===== src/pps_params.svh =====
`ifndef PPS_PARAMS_SVH
`define PPS_PARAMS_SVH

// source bus layout
`define PPS_BUS_W        18
`define PPS_CH_W         6
`define PPS_RED_LSB      12
`define PPS_GREEN_LSB    6
`define PPS_BLUE_LSB     0

// power request bit positions inside the synchroniser
`define PPS_REQ_W        2
`define PPS_REQ_PANEL    0
`define PPS_REQ_CONTRAST 1

// position counters
`define PPS_CNT_W        12
`define PPS_CNT_RST      12'h000
`define PPS_CNT_ONE      12'h001
`define PPS_CNT_MAX      12'hFFF

// frame counter
`define PPS_FRM_W        8
`define PPS_FRM_RST      8'h00
`define PPS_FRM_ONE      8'h01

`endif


===== src/pps_pkg.sv =====
`include "pps_params.svh"

package pps_pkg;

  typedef struct packed {
    logic [`PPS_CH_W-1:0] red;
    logic [`PPS_CH_W-1:0] green;
    logic [`PPS_CH_W-1:0] blue;
  } pps_pixel_t;

  typedef struct packed {
    logic active;
    logic line_sync;
    logic frame_sync;
  } pps_ctrl_t;

  typedef enum logic [0:0] {
    PPS_SEEK = 1'b0,
    PPS_RUN  = 1'b1
  } pps_phase_t;

  typedef struct packed {
    logic [`PPS_REQ_W-1:0] meta;
    logic [`PPS_REQ_W-1:0] stable;
  } pps_sync_t;

  typedef struct packed {
    pps_pixel_t            pix_in;
    pps_ctrl_t             ctl_in;
    pps_ctrl_t             ctl_prev;
    pps_phase_t            phase;
    logic                  ext_sel;
    pps_pixel_t            pix_out;
    logic                  valid;
    logic                  line_start;
    logic                  frame_start;
    logic [`PPS_CNT_W-1:0] pix_cnt;
    logic [`PPS_CNT_W-1:0] line_cnt;
    logic [`PPS_CNT_W-1:0] pix_idx;
    logic [`PPS_CNT_W-1:0] line_idx;
    logic [`PPS_FRM_W-1:0] frame_cnt;
    logic                  panel_en;
    logic                  contrast_en;
  } pps_state_t;

endpackage : pps_pkg


===== src/pps_req_sync.sv =====
`timescale 1ns/100ps
`include "pps_params.svh"

module pps_req_sync (
  input  wire logic                   clk,
  input  wire logic                   rst,
  input  wire logic                   ce,
  input  wire logic [`PPS_REQ_W-1:0]  async_in,
  output logic      [`PPS_REQ_W-1:0]  sync_out
);
  import pps_pkg::*;

  pps_sync_t st;
  pps_sync_t next_st;

  // meta feeds only the second stage
  always_comb begin
    next_st        = st;
    next_st.meta   = async_in;
    next_st.stable = st.meta;
  end

  always_ff @(posedge clk) begin
    if (rst) begin
      st <= '0;
    end else if (ce) begin
      st <= next_st;
    end
  end

  assign sync_out = st.stable;

endmodule : pps_req_sync


===== src/pps_input_stage.sv =====
`timescale 1ns/100ps
`include "pps_params.svh"


module pps_input_stage (
  input  wire logic                   REF_CLK,
  input  wire logic                   SYS_RST,
  input  wire logic                   CLK_EN,
  input  wire logic [`PPS_BUS_W-1:0]  SOURCE_PIXEL_BUS,
  input  wire logic                   ACTIVE_VIDEO_FLAG,
  input  wire logic                   LINE_BLANK_SYNC_IN,
  input  wire logic                   FRAME_BLANK_SYNC_IN,
  input  wire logic                   PANEL_POWER_REQUEST,
  input  wire logic                   CONTRAST_POWER_REQUEST,
  input  wire logic                   EXT_POWER_SEQ_SEL,
  input  wire logic                   INT_PANEL_SUPPLY_REQ,
  input  wire logic                   INT_CONTRAST_REQ,
  output pps_pkg::pps_pixel_t         PIXEL_OUT,
  output logic                        PIXEL_VALID,
  output logic                        LINE_START,
  output logic                        FRAME_START,
  output logic      [`PPS_CNT_W-1:0]  PIXEL_INDEX,
  output logic      [`PPS_CNT_W-1:0]  LINE_INDEX,
  output logic      [`PPS_FRM_W-1:0]  FRAME_COUNT,
  output logic                        IN_FRAME,
  output logic                        PANEL_SUPPLY_ENABLE_OUT,
  output logic                        CONTRAST_ENABLE_OUT
);
  import pps_pkg::*;

  pps_state_t            st;
  pps_state_t            next_st;
  logic [`PPS_REQ_W-1:0] req_raw;
  logic [`PPS_REQ_W-1:0] req_sync;

  // pixel data is valid only when enabled and neither blanking sync is up
  function automatic logic pixel_ok(input pps_ctrl_t c);
    pixel_ok = c.active & ~c.line_sync & ~c.frame_sync;
  endfunction : pixel_ok

  // split the 18-bit source word into its three 6-bit channels
  function automatic pps_pixel_t unpack_bus(input logic [`PPS_BUS_W-1:0] bus);
    unpack_bus.red   = bus[`PPS_RED_LSB   +: `PPS_CH_W];
    unpack_bus.green = bus[`PPS_GREEN_LSB +: `PPS_CH_W];
    unpack_bus.blue  = bus[`PPS_BLUE_LSB  +: `PPS_CH_W];
  endfunction : unpack_bus

  // power requests come from another chip's pins, so they get two flops
  assign req_raw[`PPS_REQ_PANEL]    = PANEL_POWER_REQUEST;
  assign req_raw[`PPS_REQ_CONTRAST] = CONTRAST_POWER_REQUEST;

  pps_req_sync u_req_sync (
    .clk      (REF_CLK),
    .rst      (SYS_RST),
    .ce       (CLK_EN),
    .async_in (req_raw),
    .sync_out (req_sync)
  );

  always_comb begin
    logic line_fall;
    logic frame_fall;
    logic ok;
    line_fall  = 1'b0;
    frame_fall = 1'b0;
    ok         = 1'b0;
    next_st    = st;

    // pixel bus and its controls are launched on this same clock, so one
    // capture register is enough and no synchroniser is wanted here
    next_st.pix_in            = unpack_bus(SOURCE_PIXEL_BUS);
    next_st.ctl_in.active     = ACTIVE_VIDEO_FLAG;
    next_st.ctl_in.line_sync  = LINE_BLANK_SYNC_IN;
    next_st.ctl_in.frame_sync = FRAME_BLANK_SYNC_IN;
    next_st.ctl_prev          = st.ctl_in;

    // select is static, sampled once per clock with no filtering
    next_st.ext_sel = EXT_POWER_SEQ_SEL;

    // end of blanking opens a new line or frame
    line_fall  = st.ctl_prev.line_sync & ~st.ctl_in.line_sync;
    frame_fall = st.ctl_prev.frame_sync & ~st.ctl_in.frame_sync;
    ok         = pixel_ok(st.ctl_in);

    next_st.line_start  = 1'b0;
    next_st.frame_start = 1'b0;
    next_st.valid       = 1'b0;

    unique case (st.phase)
      PPS_SEEK: begin
        // no pixel is passed on until a frame boundary has been seen
        if (frame_fall) begin
          next_st.phase       = PPS_RUN;
          next_st.frame_start = 1'b1;
          next_st.line_start  = 1'b1;
          next_st.line_cnt    = `PPS_CNT_RST;
          next_st.pix_cnt     = `PPS_CNT_RST;
        end
      end
      PPS_RUN: begin
        if (frame_fall) begin
          next_st.frame_start = 1'b1;
          next_st.line_start  = 1'b1;
          next_st.line_cnt    = `PPS_CNT_RST;
          next_st.pix_cnt     = `PPS_CNT_RST;
          next_st.frame_cnt   = st.frame_cnt + `PPS_FRM_ONE;
        end else if (line_fall && !st.ctl_in.frame_sync) begin
          next_st.line_start = 1'b1;
          next_st.pix_cnt    = `PPS_CNT_RST;
          // saturate rather than wrap, so an oversize line count is visible
          if (st.line_cnt != `PPS_CNT_MAX) begin
            next_st.line_cnt = st.line_cnt + `PPS_CNT_ONE;
          end
        end
      end
    endcase

    // a pixel may arrive in the very cycle a line opens; it is pixel zero
    if (ok) begin
      if (next_st.phase == PPS_RUN) begin
        next_st.valid    = 1'b1;
        next_st.pix_out  = st.pix_in;
        next_st.pix_idx  = next_st.pix_cnt;
        next_st.line_idx = next_st.line_cnt;
        if (next_st.pix_cnt != `PPS_CNT_MAX) begin
          next_st.pix_cnt = next_st.pix_cnt + `PPS_CNT_ONE;
        end
      end
    end

    // power enables: pass-through in external mode, sequencer otherwise
    if (st.ext_sel) begin
      next_st.panel_en    = req_sync[`PPS_REQ_PANEL];
      next_st.contrast_en = req_sync[`PPS_REQ_CONTRAST];
    end else begin
      next_st.panel_en    = INT_PANEL_SUPPLY_REQ;
      next_st.contrast_en = INT_CONTRAST_REQ;
    end
  end

  // single clock for everything; relies on the pixel clock never stopping
  always_ff @(posedge REF_CLK) begin
    if (SYS_RST) begin
      st <= '0;
    end else if (CLK_EN) begin
      st <= next_st;
    end
  end

  assign PIXEL_OUT               = st.pix_out;
  assign PIXEL_VALID             = st.valid;
  assign LINE_START              = st.line_start;
  assign FRAME_START             = st.frame_start;
  assign PIXEL_INDEX             = st.pix_idx;
  assign LINE_INDEX              = st.line_idx;
  assign FRAME_COUNT             = st.frame_cnt;
  assign IN_FRAME                = (st.phase == PPS_RUN);
  assign PANEL_SUPPLY_ENABLE_OUT = st.panel_en;
  assign CONTRAST_ENABLE_OUT     = st.contrast_en;

endmodule : pps_input_stage


===== config.mk =====
export PLATFORM = sky130hd
export DESIGN_NAME = pps_input_stage
export DESIGN_NICKNAME = d
export VERILOG_FILES = /design/src/pps_pkg.sv /design/src/pps_req_sync.sv /design/src/pps_input_stage.sv
export VERILOG_INCLUDE_DIRS = /design/src
export SDC_FILE = /design/constraint.sdc
export NUM_CORES = 1
export LEC_CHECK = 0
export BUFFER_PORTS_ARGS = -buffer_cell sky130_fd_sc_hd__buf_2
export CORE_AREA = 2 2 111 113
export DETAILED_ROUTE_END_ITERATION = 7
export DIE_AREA = 0 0 113 115
export PLACE_DENSITY = 0.75
export SLEW_MARGIN = 10
export SYNTH_ARGS = -nofsm -noshare
export SYNTH_HDL_FRONTEND = slang
export SYNTH_SLANG_ARGS = --single-unit

===== constraint.sdc =====
create_clock -name REF_CLK -period 2.5 [get_ports REF_CLK]
set_input_delay 0.5 -clock REF_CLK [delete_from_list [all_inputs] [get_ports REF_CLK]]
set_output_delay 0.5 -clock REF_CLK [all_outputs]
set_load 0.1 [all_outputs]

==> flow_summary.yaml, run 1 <==
run_status:
  status: "complete, but fails checks"
  violations: "design-rule violations"
yosys:
  yosysWarnings: 0
  synth_area_per_cell_sq_um: 8.51
  synth_top_area_share_pct: 42.7
  synth-main-ff-cell: "dfxtp_1"
  synth_area_leader_cell: "dfxtp_1"
  syn_nets: 626
  yosysUniqueCellTypes: 59
  synth_edf_count: 0
  synthCells: 595
  synth_area_leaders: "dfxtp_1 (43%), buf_4 (7.6%), mux2i_1 (6.9%), nand2_1 (6.1%), a21oi_1 (4.7%)"
  ys_ff_latch: 108
  ys_seq_area_share_pct: 42.7
  syn_area_sq_um: 5060
  synthArstFlopShare_pct: 0
setup_path:
  endpoint_kind: "flop"
  crit_path_top_delay_cell: "dfxtp_1"
  slowest_delay_ns: 0.48
  start_kind: "flop"
  crit_arrival_ns: 2.39
  path_max_fanout: 9
  crit_chain: "ha_1 -> nand3_1 -> nor4_2 -> a41oi_1 -> a2111oi_1"
  crit_required_ns: 2.73
  crit_type: "reg2reg"
clock_network:
  cts_resized: 0
  numCtsBuffers: 9
  cts_tree: "built"
  path_clk_slew_ns: 0.08
  cts_hold_buf: 0
  clockBufferDepth: 2
  root_buffer: "clkbuf_16"
  cts_max_level: 3
  insertion_delay_ns: 0.36
  cts_sinks: 108
  postCtsSetupRepairBufs: 0
finish:
  regArea_sq_um: 2160
  area_growth_pct: 9.24
  multiInputGateArea_sq_um: 2340
  nets: 645
  fillCellCount: 1155
  drive_gt1_share_pct: 19.2
  mostFrequentLayoutCells: "dfxtp_1 (108), buf_2 (84), nand2_1 (82)"
  insertedDiodeCount: 0
  final_common_cell: "dfxtp_1"
floorplanning:
  io_pins: 85
  fp.dieW_um: 113
  core_sq_um: 11800
  start_util_pct: 42.9
  num_rows: 40
  die_area_sq_um: 13000
  fp.dieH_um: 115
sta:
  worst_pin_slew_ns: 0.595
  period_minus_slack_ns: 2.16
  setup_tns_ns: 0
  finalCritPeriodShare_pct: 86.3
  setup_viol: 0
  rsz0062_at_grt: "false"
  max_slew_margin_pct: 60.3
  finalHoldViolations: 0
  final_max_slew_viol_count: 0
  max_freq_mhz: 463
  finClkSkew_ns: 0.00931
  hold_ws_ns: 0.379
placed_design:
  io_buffers: 84
  gp_congestion: 0.881
  dp_hpwl_um: 8470
detailed_routing:
  vias_per_cell: 5.63
  drtIter0Drc: 297
  wl_um: 11900
  wl_per_cell_um: 15.6
  antenna_left: 0
  drc: 5
  vias: 4314
  drtPass1Iterations: 7
flow_run:
  maxCapViolCount: 0
global_routing:
  grt_overflow: 0
  grt_pass1_vias: 4041
  grt.total_usage_pct: 18.8
  grt_pass1_wl_um: 19600
  antenna_found_initial: 0
  grt_max_degree: 60
power:
  powerDensity_nw_per_um2: 619
  power_leakage_nw: 2.19
  ir_worst_vdd_v: 0.000518
worst_hold_path:
  hp-class: "in2reg"
==> cell usage after synthesis (all sizes together), types with 2 or more instances <==
cell / count
dfxtp: 108
nand3: 30
and3: 4
o31ai: 2
nor2b: 4
ha: 2
o211ai: 9
inv: 7
a211oi: 6
nand4bb: 2
xor2: 3
nor2: 47
a22oi: 3
a31oi: 6
nor4: 6
nand2: 82
nor3: 8
o21a: 2
o21ai: 21
or4: 11
a41oi: 3
and4: 4
or3: 2
and2: 4
clkbuf: 20
mux2i: 35
a21o: 3
and4b: 2
nand4b: 2
nand4: 17
xnor2: 3
a21oi: 48
o41ai: 2
buf: 69
==> cell families (layout without fill, tap and decap cells) <==
family | count (synthesis) | count (layout) | share of synthesized area, %
xor+xnor | 6 | 6 | 1.04
simple gates | 231 | 231 | 23.3
fa+ha+maj | 2 | 2 | 0.494
flops | 108 | 108 | 42.7
compound gates | 117 | 117 | 14.3
buf+inv | 96 | 120 | 11.3
mux | 35 | 35 | 6.92
==> state kept, by name, summed over array words and instances (netlist names) <==
name,flops
CONTRAST_ENABLE_OUT,1
FRAME_COUNT,8
FRAME_START,1
IN_FRAME,1
LINE_INDEX,12
LINE_START,1
PANEL_SUPPLY_ENABLE_OUT,1
PIXEL_INDEX,12
PIXEL_OUT,18
PIXEL_VALID,1
next_st,3
st,45
u_req_sync.next_st,2
u_req_sync.sync_out,2
==> per-layer routing <==
layer	wire (um)	GRT usage (%)	vias to the layer above	share of wire (%)
met5	0	0	-	0
met4	129	4.96	0	1.1
met1	5040	23.2	2044	42
met3	1030	7.17	14	8.6
met2	5740	31.0	150	48
li1	-	-	2106	-
==> path summary, 6_finish.rpt <==
kind / startpoint / endpoint / slack [ns] / cells past startpoint
max: st[34]$_SDFFE_PP0P_ / st[44]$_SDFFE_PP0P_ / 0.34 / 5
min: CONTRAST_POWER_REQUEST / u_req_sync.next_st[1]$_SDFFE_PP0P_ / 0.38 / 3
min reg2reg: LINE_INDEX[11]$_SDFFE_PP0P_ / LINE_INDEX[11]$_SDFFE_PP0P_ / 0.44 / 2
max reg2reg: st[34]$_SDFFE_PP0P_ / st[44]$_SDFFE_PP0P_ / 0.34 / 5
==> power breakdown <==
group	switching, mW	total (mW)	internal (mW)
Sequential	0.0246	1.77	1.75
Clock	0.670	1.46	0.791
Combinational	0.122	0.190	0.0686
==> per-stage QoR <==
step	power, mW	area, sq um	util, %	instances	setup WS [ns]
detailed placement	2.00	5230	44.2	750	0.331
global placement	2.00	5230	44.2	750	0.411
global route	3.56	5530	46.8	766	0.149
CTS	3.47	5530	46.8	766	0.336
floorplan	1.94	5060	-	595	0.119
finish	3.42	5530	46.8	766	0.342
==> worst max-delay path, delay by kind of cell (launching register included) <==
family	cells	cell delay [ns]
AO/OA/AOI/OAI	2	0.56
flip-flops	1	0.48
AND/OR/NAND/NOR	2	0.68
adder cells (fa/ha/maj)	1	0.31
==> area by class of cell <==
type | instances | area share, %
clock inverter | 7 | 1.45
sequential | 108 | 39.1
tap | 147 | 3.33
timing repair buffer | 97 | 9.36
inverter | 7 | 0.475
multi-input combinational | 391 | 42.2
clock buffer | 9 | 4.07
(Power assumes the default switching activity.)
==> inputs of run 2 (changes only) <==
--- a/config.mk
+++ b/config.mk
@@ -11,6 +11,7 @@
 export DETAILED_ROUTE_END_ITERATION = 7
 export DIE_AREA = 0 0 113 115
 export PLACE_DENSITY = 0.75
+export REMOVE_ABC_BUFFERS = 1
 export SLEW_MARGIN = 10
 export SYNTH_ARGS = -nofsm -noshare
 export SYNTH_HDL_FRONTEND = slang
==> run 2 against run 1 <==
The flow still finishes with violations (design-rule violations). Cell area rose by 0.50%. Sequential power barely moved. Wire length fell by 1.4%. Non-clock buffer count rose by 3. Highest routed layer unchanged. Critical path type unchanged. Core utilization rose by 0.23 points.
==> flow_summary.yaml, run 2 (synthesized netlist as in run 1, its figures left out) <==
setup_path:
  crit_family: "simple AND/OR/NAND/NOR gates"
  slowest_delay_ns: 0.65
  startpoint: "st[34]$_SDFFE_PP0P_"
  start_kind: "flop"
  crit_required_ns: 2.77
  crit_type: "reg2reg"
  crit_arrival_ns: 2.46
  r2r_cells: 5
  worst-path-buf-inv: 0
  worst-path-stages: 5
  path_max_fanout: 9
  timing.rr.start: "st[34]$_SDFFE_PP0P_"
  crit_chain: "ha_1 -> nand3_1 -> or4_1 -> a21o_1 -> a22oi_1"
  crit_path_top_delay_cell: "or4_1"
  r2r_slack_ns: 0.31
  endpoint: "LINE_INDEX[7]$_SDFFE_PP0P_"
  endpoint_kind: "flop"
  r2r-end: "LINE_INDEX[7]$_SDFFE_PP0P_"
detailed_routing:
  antenna_left: 0
  drc: 4
  vias: 4269
  drtIter0Drc: 209
  wl_met2_um: 5550
  drtPass1Iterations: 7
  met1_length_um: 5150
  wl_met3_um: 883
  dr.max_layer_used: "met4"
  vias_per_cell: 5.55
  wl_per_cell_um: 15.3
  wl_um: 11800
clock_network:
  cts_sinks: 108
  insertion_delay_ns: 0.35
  path_clk_slew_ns: 0.08
  cts_max_level: 3
  clockBufferDepth: 2
  numCtsBuffers: 9
  postCtsSetupRepairBufs: 0
  root_buffer: "clkbuf_16"
  cts_hold_buf: 0
  cts_resized: 0
  cts_tree: "built"
sta:
  setup_viol: 0
  worst_pin_slew_ns: 0.575
  setup_tns_ns: 0
  period_minus_slack_ns: 2.19
  final_max_slew_viol_count: 0
  max_freq_mhz: 458
  finClkSkew_ns: 0.00841
  finalCritPeriodShare_pct: 87.4
  hold_ws_ns: 0.375
  rsz0062_at_grt: "false"
  max_slew_margin_pct: 61.7
  finalHoldViolations: 0
  layout_setup_ws_ns: 0.315
finish:
  drive_gt1_share_pct: 19.6
  final_common_cell: "dfxtp_1"
  largest_register_ffs: 45
  insertedDiodeCount: 0
  instances_no_fill: 769
  top_register: "st"
  area_growth_pct: 9.79
  nets: 648
  mostFrequentLayoutCells: "dfxtp_1 (108), buf_2 (84), nand2_1 (82)"
  fillCellCount: 1151
floorplanning:
  start_util_pct: 42.9
  core_sq_um: 11800
  io_pins: 85
  die_area_sq_um: 13000
  fp.dieW_um: 113
  num_rows: 40
  fp.dieH_um: 115
worst_hold_path:
  hp-class: "in2reg"
global_routing:
  antenna_found_initial: 0
  grt_pass1_vias: 4001
  grt_overflow: 0
  grt.total_usage_pct: 18.3
  grt_pass1_wl_um: 19500
  grt_max_degree: 58
power:
  ir_worst_vdd_v: 0.000482
  total_power_mw: 3.43
  power_leakage_nw: 2.21
  powerDensity_nw_per_um2: 617
run_status:
  status: "complete, but fails checks"
  violations: "design-rule violations"
flow_run:
  maxCapViolCount: 0
placed_design:
  place_inst: 753
  dp_hpwl_um: 8240
  io_buffers: 84
  gp_congestion: 0.940
  dp_slack_ns: 0.377
run 2: final cells by class:
type                    count  area, sq um  area share [%]
multi-input cells         391         2340            42.0
flip-flops and latches    108         2160            38.9
repair buffers            100          541            9.72
clock buffers               9          225            4.05
well taps                 147          184            3.31
clock inverters             7         85.1            1.53
inverters                   7         26.3           0.473
run 2: power by group:
part           internal, mW  total (mW)  switching, mW
combinational        0.0683       0.191          0.122
sequential             1.75        1.77         0.0228
clock                 0.793        1.47          0.674
run 2: layer usage:
layer	vias to the layer above	GRT usage [%]
li1	2106	-
met1	1973	23.6
met2	173	30.9
met3	17	3.85
met4	0	5.93
met5	-	0
run 2: worst min-delay path by stage:
stage                     cells after the start  slack, ns                         end                       start
final                                         3       0.38    next_st[81]$_SDFFE_PP0P_         FRAME_BLANK_SYNC_IN
after global routing                          3       0.40        st[100]$_SDFFE_PP0P_        SOURCE_PIXEL_BUS[13]
after CTS                                     3       0.37    next_st[81]$_SDFFE_PP0P_         FRAME_BLANK_SYNC_IN
after detailed placement                      2       0.44  LINE_INDEX[5]$_SDFFE_PP0P_  LINE_INDEX[5]$_SDFFE_PP0P_
after global placement                        2       0.43  LINE_INDEX[8]$_SDFFE_PP0P_  LINE_INDEX[8]$_SDFFE_PP0P_
after floorplan                               2       0.43   PIXEL_OUT[0]$_SDFFE_PP0P_         st[87]$_SDFFE_PP0P_
run 2: worst reg2reg max path, delay by kind of cell, from the launching register on:
| family | cells | cell delay, ns |
|---|---|---|
| and+or+nand+nor | 2 | 0.94 |
| DFF | 1 | 0.46 |
| AOI/OAI and AO/OA | 2 | 0.39 |
| adders and majority gates | 1 | 0.32 |
run 2: stage by stage:
stage / cell area (sq um) / util, %
finish: 5560 / 47.1
global route: 5560 / 47.1
CTS: 5560 / 47.1
detailed placement: 5250 / 44.4
global placement: 5250 / 44.4
floorplan: 4520 / -
==> inputs of run 3 (changes only) <==
--- a/config.mk
+++ b/config.mk
@@ -6,11 +6,12 @@
 export SDC_FILE = /design/constraint.sdc
 export NUM_CORES = 1
 export LEC_CHECK = 0
+export ABC_AREA = 1
 export BUFFER_PORTS_ARGS = -buffer_cell sky130_fd_sc_hd__buf_2
-export CORE_AREA = 2 2 111 113
+export CORE_AREA = 2 2 113 115
 export DETAILED_ROUTE_END_ITERATION = 7
-export DIE_AREA = 0 0 113 115
-export PLACE_DENSITY = 0.75
+export DIE_AREA = 0 0 115 117
+export PLACE_DENSITY = 0.74
 export REMOVE_ABC_BUFFERS = 1
 export SLEW_MARGIN = 10
 export SYNTH_ARGS = -nofsm -noshare
==> run 3 against run 2 <==
The flow now finishes without violations. Clock power about the same. Die area increased by 3.5%. Largest power group unchanged. Sequential power rose by 3%.
==> flow_summary.yaml, run 3 <==
finish:
  final_common_cell: "nor2_1"
  multiInputGateArea_sq_um: 2260
  instances_no_fill: 923
  mostFrequentLayoutCells: "nor2_1 (158), dfxtp_1 (108), nand2_1 (91)"
  largest_register_ffs: 45
  drive_gt1_share_pct: 16.3
  nets: 799
  fillCellCount: 1275
  insertedDiodeCount: 0
  regArea_sq_um: 2160
  area_growth_pct: 9.07
  top_register: "st"
power:
  total_power_mw: 3.73
  powerDensity_nw_per_um2: 652
  power_leakage_nw: 2.73
  ir_worst_vdd_v: 0.000438
setup_path:
  crit_arrival_ns: 2.27
  slowest_delay_ns: 0.52
  crit_path_top_delay_cell: "dfxtp_1"
  startpoint: "IN_FRAME$_SDFFE_PP0P_"
  crit_required_ns: 2.75
  endpoint: "PIXEL_OUT[2]$_SDFFE_PP0P_"
  endpoint_kind: "flop"
  path_max_fanout: 25
  r2r_cells: 10
  r2r-end: "PIXEL_OUT[2]$_SDFFE_PP0P_"
  r2r_slack_ns: 0.48
  timing.rr.start: "IN_FRAME$_SDFFE_PP0P_"
  crit_chain: "inv_2 -> nand2_4 -> inv_4 -> nor2_8 -> inv_4 -> nor2_8 -> inv_1 -> buf_4 -> nor2_1 -> nor2_1"
  crit_type: "reg2reg"
  start_kind: "flop"
yosys:
  yosysWarnings: 0
  syn_area_sq_um: 5240
  synthArstFlopShare_pct: 0
  synth_common_cells: "nor2_1 (158), dfxtp_1 (108), nand2_1 (91)"
  ys_ff_latch: 108
  synthMostInstantiatedCell: "nor2_1"
  synth_edf_count: 0
  ys_seq_area_share_pct: 41.3
  synth_top_area_share_pct: 41.3
  yosysUniqueCellTypes: 36
  synth_area_per_cell_sq_um: 7.01
  synth-main-ff-cell: "dfxtp_1"
  synth_area_leader_cell: "dfxtp_1"
  synthCells: 748
  synth_area_leaders: "dfxtp_1 (41%), nor2_1 (11%), buf_4 (7.3%), o21ai_0 (7.2%), nand2_1 (6.5%)"
flow_run:
  maxCapViolCount: 0
clock_network:
  clockBufferDepth: 2
  cts_sinks: 108
  cts_hold_buf: 0
  postCtsSetupRepairBufs: 0
  cts_tree: "built"
  path_clk_slew_ns: 0.08
  cts_resized: 0
  root_buffer: "clkbuf_16"
  numCtsBuffers: 9
  cts_max_level: 3
  insertion_delay_ns: 0.35
detailed_routing:
  met1_length_um: 5390
  antenna_left: 0
  drtPass1Iterations: 5
  vias: 4542
  wl_met3_um: 731
  vias_per_cell: 4.92
  drc: 0
  wl_per_cell_um: 12.5
  wl_met2_um: 5280
  drtIter0Drc: 229
  dr.max_layer_used: "met4"
  wl_um: 11500
worst_hold_path:
  min_path_cells: 3
  hp-class: "in2reg"
sta:
  rsz0062_at_grt: "false"
  max_freq_mhz: 496
  max_slew_margin_pct: 66.8
  setup_viol: 0
  worst_pin_slew_ns: 0.502
  setup_tns_ns: 0
  period_minus_slack_ns: 2.02
  final_max_slew_viol_count: 0
  finClkSkew_ns: 0.00990
  finalHoldViolations: 0
  finalCritPeriodShare_pct: 80.7
floorplanning:
  die_area_sq_um: 13500
  fp.dieW_um: 115
  num_rows: 41
  fp.dieH_um: 117
  start_util_pct: 42.6
  core_sq_um: 12300
  io_pins: 85
global_routing:
  grt_max_degree: 64
  grt_pass1_vias: 4123
  grt_overflow: 0
  grt.total_usage_pct: 17.7
  antenna_found_initial: 0
  grt_pass1_wl_um: 19400
placed_design:
  place_inst: 907
  dp_hpwl_um: 7640
  gp_congestion: 0.880
  io_buffers: 84
run_status:
  status: "complete, no violations"
-- run 3: worst min-delay path by stage --
stage	startpoint	to	slack, ns
floorplan	u_req_sync.next_st[0]$_SDFFE_PP0P_	u_req_sync.sync_out[0]$_SDFFE_PP0P_	0.45
global placement	PIXEL_VALID$_SDFFE_PP0P_	PIXEL_VALID$_SDFFE_PP0P_	0.45
global route	PANEL_POWER_REQUEST	u_req_sync.next_st[0]$_SDFFE_PP0P_	0.37
finish	SOURCE_PIXEL_BUS[16]	st[103]$_SDFFE_PP0P_	0.36
detailed placement	PIXEL_VALID$_SDFFE_PP0P_	PIXEL_VALID$_SDFFE_PP0P_	0.46
CTS	SOURCE_PIXEL_BUS[14]	st[101]$_SDFFE_PP0P_	0.36
-- run 3: through the flow --
stage	utilization (%)	hold WS, ns	setup WS [ns]	cell area (sq um)
after floorplan	-	0.449	-0.319	4720
after global routing	46.4	0.373	0.292	5720
after CTS	46.4	0.359	0.463	5720
after global placement	43.9	0.449	0.491	5410
final	46.4	0.361	0.483	5720
after detailed placement	43.9	0.460	0.482	5410
-- run 3: routing by layer --
layer	vias up	track usage, %
met5	-	0
met4	0	5.86
met3	11	4.43
met2	97	28.7
met1	2030	23.3
li1	2404	-
-- run 3: cell type report --
cell class	count	share of cell area, %
Clock inverter	7	1.44
Inverter	76	5.08
Sequential cell	108	37.8
Multi-Input combinational cell	481	39.6
Tap cell	150	3.28
Clock buffer	9	3.94
Timing Repair Buffer	92	8.84
-- run 3: critical path, delay by kind of cell (launching register included) --
family,cells,cell delay [ns]
buffers and inverters,5,0.60
and+or+nand+nor,5,0.76
DFF,1,0.52
-- run 3: where the power goes --
group | internal [mW] | switching [mW] | leakage, nW
clock network | 0.793 | 0.685 | 0.145
registers | 1.79 | 0.0487 | 0.882
logic | 0.108 | 0.305 | 1.70
total | 2.69 | 1.04 | 2.73
-- run 3: cells by family (layout without fill, tap and decap cells) --
| logic type | count (synthesis) | in the layout | share of synthesized area [%] |
|---|---|---|---|
| compound gates | 128 | 128 | 12.9 |
| xor+xnor | 6 | 6 | 1.00 |
| fa+ha+maj | 2 | 2 | 0.477 |
| buf+inv | 159 | 184 | 15.6 |
| flops | 108 | 108 | 41.3 |
| simple gates | 345 | 345 | 28.8 |
